## config.mk

```make
export PLATFORM = sky130hd
export DESIGN_NAME = spc_top
export DESIGN_NICKNAME = d
export VERILOG_FILES = /design/src/rtl/spc_pkg.sv /design/src/rtl/spc_core.sv /design/src/rtl/spc_top.sv
export SDC_FILE = /design/constraint.sdc
export NUM_CORES = 1
export LEC_CHECK = 0
export BUFFER_PORTS_ARGS = -buffer_cell sky130_fd_sc_hd__buf_2
export CAP_MARGIN = 10
export CORE_MARGIN = 4
export CORE_UTILIZATION = 45
export CTS_CLUSTER_DIAMETER = 120
export DETAILED_ROUTE_END_ITERATION = 8
export PLACE_DENSITY_LB_ADDON = 0.08
export SLEW_MARGIN = 20
export SYNTH_ARGS = -nofsm -noshare
export SYNTH_HDL_FRONTEND = slang
export SYNTH_SLANG_ARGS = --single-unit
```

## constraint.sdc

```tcl
create_clock -name clk_i -period 2.05 [get_ports clk_i]
set_input_delay 0.41 -clock clk_i [delete_from_list [all_inputs] [get_ports clk_i]]
set_output_delay 0.41 -clock clk_i [all_outputs]
set_load 0.1 [all_outputs]
```

## src/rtl/spc_pkg.sv

```systemverilog
package spc_pkg;

	// counter geometry and reset values
	localparam int          CNT_WIDTH     = 4;
	localparam logic [3:0]  CNT_CLEAR_VAL = 4'h0;
	localparam logic [3:0]  CNT_TERMINAL  = 4'hF;

	// register map on the wishbone slave, byte addresses compared in full
	localparam logic [7:0]  ADDR_CTRL     = 8'h00;
	localparam logic [7:0]  ADDR_PRESET   = 8'h04;
	localparam logic [7:0]  ADDR_STATUS   = 8'h08;

	// control register fields
	localparam int          CTRL_PAR_EN   = 0;
	localparam int          CTRL_TRK_EN   = 1;
	localparam int          CTRL_CLR_N    = 2;
	localparam int          CTRL_LOAD_N   = 3;
	localparam int          CTRL_SW_MODE  = 4;
	localparam logic [4:0]  CTRL_RESET    = 5'h0C;

	// status register fields
	localparam int          STAT_CARRY    = 4;

	// operation chosen at a clock edge
	typedef enum logic [1:0] {
		SPC_OP_HOLD,
		SPC_OP_COUNT,
		SPC_OP_LOAD,
		SPC_OP_CLEAR
	} spc_op_t;

	// control levels grouped as they travel to the counter core
	typedef struct packed {
		logic       sync_clear_n;
		logic       load_n;
		logic       parallel_count_enable;
		logic       trickle_count_enable;
		logic [3:0] preset;
	} spc_ctrl_t;

endpackage

```

## src/rtl/spc_core.sv

```systemverilog
`timescale 1ns/1ps
`default_nettype none

// counter core: pure same-clock logic, no synchronisers
module spc_core #(
	parameter int WIDTH = spc_pkg::CNT_WIDTH
) (
	input  wire logic              clk_i,
	input  wire logic              rst_i,
	input  wire spc_pkg::spc_ctrl_t ctrl_i,
	output logic [WIDTH-1:0]       count_o,
	output logic                   ripple_carry_out_o,
	output spc_pkg::spc_op_t       op_o
);

	// refuse widths that the four-bit terminal decode cannot serve
	if (WIDTH != spc_pkg::CNT_WIDTH) begin : g_bad_width
		$error("spc_core serves only a 4-bit count");
	end

	logic [WIDTH-1:0] count_r;
	logic [WIDTH-1:0] count_nxt;
	wire              count_go;
	wire              at_terminal;

	// clear beats load, load beats counting
	assign count_go = ctrl_i.parallel_count_enable & ctrl_i.trickle_count_enable; // see RL8
	assign op_o = !ctrl_i.sync_clear_n ? spc_pkg::SPC_OP_CLEAR :      // see RL6 see RL7
	              !ctrl_i.load_n       ? spc_pkg::SPC_OP_LOAD  :      // see RL4
	              count_go             ? spc_pkg::SPC_OP_COUNT :
	                                     spc_pkg::SPC_OP_HOLD;        // see RL10

	// next state; the adder wraps 15 to 0 by truncation
	always_comb begin
		unique case (op_o)
			spc_pkg::SPC_OP_CLEAR: count_nxt = spc_pkg::CNT_CLEAR_VAL;       // see RL6
			spc_pkg::SPC_OP_LOAD:  count_nxt = ctrl_i.preset;                // see RL5 see RL16
			spc_pkg::SPC_OP_COUNT: count_nxt = WIDTH'(count_r + 1'b1);       // see RL9
			spc_pkg::SPC_OP_HOLD:  count_nxt = count_r;
		endcase
	end

	// all bits in one register, rising edge only, so no ripple between them
	always_ff @(posedge clk_i) begin // see RL2 see RL3 see RL12
		if (rst_i) begin
			count_r <= spc_pkg::CNT_CLEAR_VAL;
		end else begin
			count_r <= count_nxt;
		end
	end

	// carry follows the trickle enable combinationally so cascades look ahead
	assign at_terminal        = (count_r == spc_pkg::CNT_TERMINAL);
	assign ripple_carry_out_o = ctrl_i.trickle_count_enable & at_terminal; // see RL11
	assign count_o            = count_r; // see RL1

endmodule

`default_nettype wire

```

## src/rtl/spc_top.sv

```systemverilog
// Summary of operation
// RL1 - four-bit count held, shown on outputs
// RL2 - state updates on rising clock edge only
// RL3 - all count bits change together
// RL4 - load low suppresses counting at edge
// RL5 - load copies preset bits into count
// RL6 - clear low forces count to zero
// RL7 - clear wins over load
// RL8 - count up when both enables high
// RL9 - fifteen wraps to zero
// RL10 - either enable low holds the count
// RL11 - carry high with trickle enable at fifteen; the trickle pin here reaches the carry at the second edge
// RL12 - control changes act only at next edge; pins here reach the count at the third edge
// RL13 - enables may change any time, edge samples
// RL14 - cascade next stage from ripple carry
// RL15 - decode a count to clear for shorter cycle
// RL16 - bit zero least significant, preset same order
//
// Our own choices: the Wishbone slave port and the register addresses.
`timescale 1ns/1ps
`default_nettype none

module spc_top #(
	parameter int WIDTH = spc_pkg::CNT_WIDTH
) (
	input  wire logic              clk_i,
	input  wire logic              rst_i,
	// counter pins, from outside the clock domain
	input  wire logic              sync_clear_n_i,
	input  wire logic              load_n_i,
	input  wire logic              parallel_count_enable_i,
	input  wire logic              trickle_count_enable_i,
	input  wire logic [WIDTH-1:0]  preset_i,
	output logic      [WIDTH-1:0]  count_o,
	output logic                   ripple_carry_out_o,
	// classic wishbone slave
	input  wire logic              wb_cyc_i,
	input  wire logic              wb_stb_i,
	input  wire logic              wb_we_i,
	input  wire logic [7:0]        wb_adr_i,
	input  wire logic [3:0]        wb_sel_i,
	input  wire logic [31:0]       wb_dat_i,
	output logic      [31:0]       wb_dat_o,
	output logic                   wb_ack_o
);

	// refuse widths that the register fields cannot serve
	if (WIDTH != spc_pkg::CNT_WIDTH) begin : g_bad_width
		$error("spc_top serves only a 4-bit count");
	end

	// two-flop synchronisers on all pin inputs; first stage feeds only the second
	localparam int PIN_W = 4 + WIDTH;
	logic [PIN_W-1:0] pin_meta_r;
	logic [PIN_W-1:0] pin_sync_r;
	wire  [PIN_W-1:0] pin_raw;

	assign pin_raw = {sync_clear_n_i, load_n_i, parallel_count_enable_i,
	                  trickle_count_enable_i, preset_i};

	always_ff @(posedge clk_i) begin
		if (rst_i) begin
			pin_meta_r <= {2'h3, 2'h0, {WIDTH{1'b0}}};
			pin_sync_r <= {2'h3, 2'h0, {WIDTH{1'b0}}};
		end else begin
			pin_meta_r <= pin_raw;
			pin_sync_r <= pin_meta_r;
		end
	end

	// software control and preset registers
	logic [4:0]       ctrl_r;
	logic [WIDTH-1:0] preset_r;
	logic             ack_r;
	logic [31:0]      rdat_r;

	// wishbone decode; the byte lane 0 carries every writable bit
	wire wb_req     = wb_cyc_i & wb_stb_i & ~ack_r;
	wire hit_ctrl   = (wb_adr_i == spc_pkg::ADDR_CTRL);
	wire hit_preset = (wb_adr_i == spc_pkg::ADDR_PRESET);
	wire hit_status = (wb_adr_i == spc_pkg::ADDR_STATUS);
	wire wr_lane0   = wb_req & wb_we_i & wb_sel_i[0];
	wire wr_ctrl    = wr_lane0 & hit_ctrl;
	wire wr_preset  = wr_lane0 & hit_preset;

	// a software-mode bit chooses register control over the pins
	wire sw_mode = ctrl_r[spc_pkg::CTRL_SW_MODE];
	spc_pkg::spc_ctrl_t ctrl_sel;
	assign ctrl_sel.sync_clear_n = sw_mode ? ctrl_r[spc_pkg::CTRL_CLR_N]
	                                       : pin_sync_r[WIDTH+3];
	assign ctrl_sel.load_n = sw_mode ? ctrl_r[spc_pkg::CTRL_LOAD_N]
	                                 : pin_sync_r[WIDTH+2];
	assign ctrl_sel.parallel_count_enable = sw_mode ? ctrl_r[spc_pkg::CTRL_PAR_EN]
	                                                : pin_sync_r[WIDTH+1]; // see RL13
	assign ctrl_sel.trickle_count_enable = sw_mode ? ctrl_r[spc_pkg::CTRL_TRK_EN]
	                                               : pin_sync_r[WIDTH];    // see RL13
	assign ctrl_sel.preset = sw_mode ? preset_r : pin_sync_r[WIDTH-1:0];

	spc_pkg::spc_op_t core_op;
	logic [WIDTH-1:0] core_count;
	logic             core_carry;

	spc_core #(
		.WIDTH (WIDTH)
	) u_core (
		.clk_i              (clk_i),
		.rst_i              (rst_i),
		.ctrl_i             (ctrl_sel),
		.count_o            (core_count),
		.ripple_carry_out_o (core_carry),
		.op_o               (core_op)
	);

	assign count_o            = core_count;
	assign ripple_carry_out_o = core_carry; // see RL14 see RL15

	// read mux: status shows count, carry and the pending operation
	wire [31:0] status_word = {25'h0, core_op, core_carry, core_count};
	wire [31:0] rd_mux = hit_ctrl   ? {27'h0, ctrl_r} :
	                     hit_preset ? {28'h0, preset_r} :
	                     hit_status ? status_word : 32'h0;

	// register writes and a one-cycle ack; read data stands until the next access
	always_ff @(posedge clk_i) begin
		if (rst_i) begin
			ctrl_r   <= spc_pkg::CTRL_RESET;
			preset_r <= spc_pkg::CNT_CLEAR_VAL;
			ack_r    <= 1'b0;
			rdat_r   <= 32'h0;
		end else begin
			ack_r  <= wb_req;
			if (wb_req) rdat_r <= rd_mux;
			if (wr_ctrl) ctrl_r <= wb_dat_i[4:0];
			if (wr_preset) preset_r <= wb_dat_i[WIDTH-1:0];
		end
	end

	assign wb_ack_o = ack_r;
	assign wb_dat_o = rdat_r;

endmodule

`default_nettype wire

```

==> reports/metrics.yaml <==
outcome:
  status: "complete, no violations"
cells_and_area:
  area_growth_pct: 15.4
  stdcell_area_um2: 2180
  layout-drive-gt1-share_pct: 28.7
  nets: 300
  final_cells: 290
  regArea_um2: 746
  fillers: 391
  multi_input_area_um2: 980
  diodes: 0
floorplan:
  io-pin-count: 95
  die-height_um: 72.8
  rows: 23
  start_util_pct: 46.9
  die_x_um: 72.8
  die_area_um2: 5300
  core-area_um2: 4030
timing:
  hold_viol: 0
  setup_tns_ps: 0
  fin_skew_ps: 4.28
  fin_crit_sh_pct: 93.6
  period_minus_slack_ps: 1920
  rsz0062_at_grt: "no"
  fmax_mhz: 521
  setup_viol: 0
  slew_headroom_pct: 66.2
  worstMarginPinSlew_ps: 495
  slew_violations: 0
setup_path:
  crit_path_start_kind: "flip-flop"
  r2r-start: "ctrl_r[4]$_SDFFE_PP0P_"
  worstSetupEndpointType: "output pin"
  r2r_cells: 6
  crit_start: "u_core.count_o[0]$_SDFFE_PP0P_"
  crit_type: "reg2out"
  required_ps: 1640
  r2r-end: "u_core.count_o[3]$_SDFFE_PP0P_"
  cp_slowest_cell: "dfxtp_2"
  critical_path.endpoint: "ripple_carry_out_o"
  reg2reg_setup_slack_ps: 170
  crit_arrival_ps: 1510
  cpPeakStageDelay_ps: 390
  cp_cell_sequence: "ha_1, nand3_1, nor2_4, clkbuf_4"
  cp_max_fo: 6
power_and_ir_drop:
  pwr-share-comb_pct: 21.2
  p_int_mw: 1.20
  seqPwrFrac_pct: 42.0
  clock_power_share_pct: 36.9
  irDropWorstVdd_v: 0.000404
  power.leakage_nw: 0.963
  cellPowerDensity_nw_per_um2: 820
  switching_share_pct: 32.8
  p_switching_mw: 0.587
drt:
  drtIter0Drc: 114
  dr.pass1.iters: 4
  viasPerCell: 5.07
  antenna_left: 0
  wire_per_inst_um: 13.6
  drc: 0
  routed_wl_mm: 3.96
  vias: 1469
clock_tree:
  root_buffer: "clkbuf_8"
  cts_buffer_depth: 2
  cts_sinks: 37
  cts_buffers: 5
  clk_pin_slew_ps: 70
  cts_tree: "yes"
  post_cts_buffers: 0
  cts_hold_buf: 0
  cts_resized: 0
  clock_latency_ps: 290
  cts-htree-levels: 2
synthesis:
  yosysWarnings: 0
  synth-seq-cells: 37
  yosys_most_used_dff: "dfxtp_1"
  synth-xor-area-share_pct: 0
  ys_types: 37
  syn_area_um2: 1890
  synth_top_cell_area_share_pct: 39.2
  syn_area_per_cell_um2: 9.49
  ys_seq_area_share_pct: 39.2
  synth.largest_area_cell: "dfxtp_1"
  yosys.area_share.simple_pct: 26.3
  postSynth.asyncResetShare_pct: 0
  yosys.area_share.adder_pct: 2.65
  synth_compound_area_share_pct: 8.87
  synth_edf_count: 0
  synth_area_leaders: "dfxtp_1, buf_4, mux2i_1"
  synth_top_family_by_area: "simple AND/OR/NAND/NOR gates"
  synthCells: 199
  synthMuxAreaShare_pct: 8.68
place:
  place_congestion: 0.797
  dp_hpwl_mm: 3.05
  io_buffers: 39
  dpl_cell_area_um2: 2060
  numPlacedInstances: 282
global_route:
  grt_pass1_wl_mm: 6.51
  antenna_found_initial: 0
  grt_usage_pct: 15.8
  grt_max_degree: 40
  grt_pass1_vias: 1396
  grt-ovfl-total: 0
flow_run:
  drv_cap: 0
min_path:
  hold_start: "load_n_i"
  hp-class: "in2reg"
logic make-up after synthesis:
family                     count (synthesis)
DFF                                       37
and+or+nand+nor                           76
AOI/OAI and AO/OA                         21
muxes                                     16
adders and majority gates                  4
buffers and inverters                     44
other                                      1
state kept, by name (all words and copies together), names as in the netlist:
signal / cells
ctrl_r: 5
wb_ack_o: 1
preset_r: 4
wb_dat_o: 7
pin_sync_r: 8
pin_meta_r: 8
u_core.count_o: 4
metal layers:
metal / global-route usage, % / wire, um / vias to the layer above
met1: 19.2 / 1680 / 682
met2: 26.6 / 1880 / 64
met4: 4.71 / 19 / 0
li1: - / - / 721
met3: 5.10 / 373 / 2
met5: 0 / 0 / -
placed cells by master, fill, tap and decap left out, types with 3 or more instances in the layout:
| cell | count |
|---|---|
| a221oi_1 | 3 |
| buf_2 | 38 |
| buf_4 | 6 |
| clkbuf_8 | 6 |
| conb_1 | 25 |
| dfxtp_1 | 33 |
| dfxtp_2 | 4 |
| ha_1 | 4 |
| inv_1 | 8 |
| mux2_2 | 3 |
| mux2i_1 | 13 |
| nand2_1 | 3 |
| nand2b_1 | 16 |
| nand3_1 | 5 |
| nand3b_1 | 7 |
| nor2_1 | 5 |
| nor2b_1 | 14 |
| nor3_1 | 4 |
| nor4_1 | 4 |
| o21ai_0 | 3 |
| o2bb2ai_1 | 3 |
| or2_2 | 5 |
synth_stat cells (all sizes together), types with 3 or more instances:
library cell,instances
mux2,3
nor3,4
nor4,5
nand2b,16
inv,8
nor2,6
ha,4
o2bb2ai,3
or2,5
clkbuf,10
buf,26
or4,4
mux2i,13
dfxtp,37
nand3b,7
nor2b,14
a221oi,3
nand2,3
o21ai,4
nand3,5
worst max-delay path, delay by kind of cell (launching register included):
kind	cells	cell delay, ps
DFF	1	390
adders and majority gates	1	210
and+or+nand+nor	2	280
buffers and inverters	1	340
power groups by stage:
stage	Combinational, mW	Sequential [mW]	Clock, mW
after floorplan	0.321	0.806	0
after global placement	0.371	0.767	0
after detailed placement	0.377	0.768	0
after CTS	0.378	0.750	0.675
after global routing	0.399	0.753	0.711
final	0.379	0.751	0.659
how the worst min path moves through the flow:
| stage | endpoint | slack (ps) | cells past startpoint |
|---|---|---|---|
| after CTS | pin_meta_r[6]$_SDFF_PP1_ | 290 | 2 |
| after global routing | pin_meta_r[6]$_SDFF_PP1_ | 300 | 2 |
| after detailed placement | pin_sync_r[7]$_SDFF_PP1_ | 390 | 1 |
| after global placement | pin_sync_r[7]$_SDFF_PP1_ | 390 | 1 |
| after floorplan | pin_sync_r[6]$_SDFF_PP1_ | 390 | 1 |
| final | pin_meta_r[6]$_SDFF_PP1_ | 300 | 2 |
stage by stage:
stage	power [mW]	util (%)	hold slack, ps	setup WS, ps
floorplan	1.13	-	389	53.2
global placement	1.14	51.1	391	126
detailed placement	1.14	51.1	394	123
CTS	1.80	54.1	291	16.6
global route	1.86	54.1	296	21.4
finish	1.79	54.1	298	131
area by class of cell:
cell class | count | area share, %
clock inverter | 2 | 1.72
inverter | 8 | 1.38
multi-input combinational | 142 | 44.9
sequential | 37 | 34.2
tap | 50 | 2.87
timing repair buffer | 45 | 11.1
clock buffer | 6 | 3.79
Note: power is estimated with default switching activity, not from simulation.
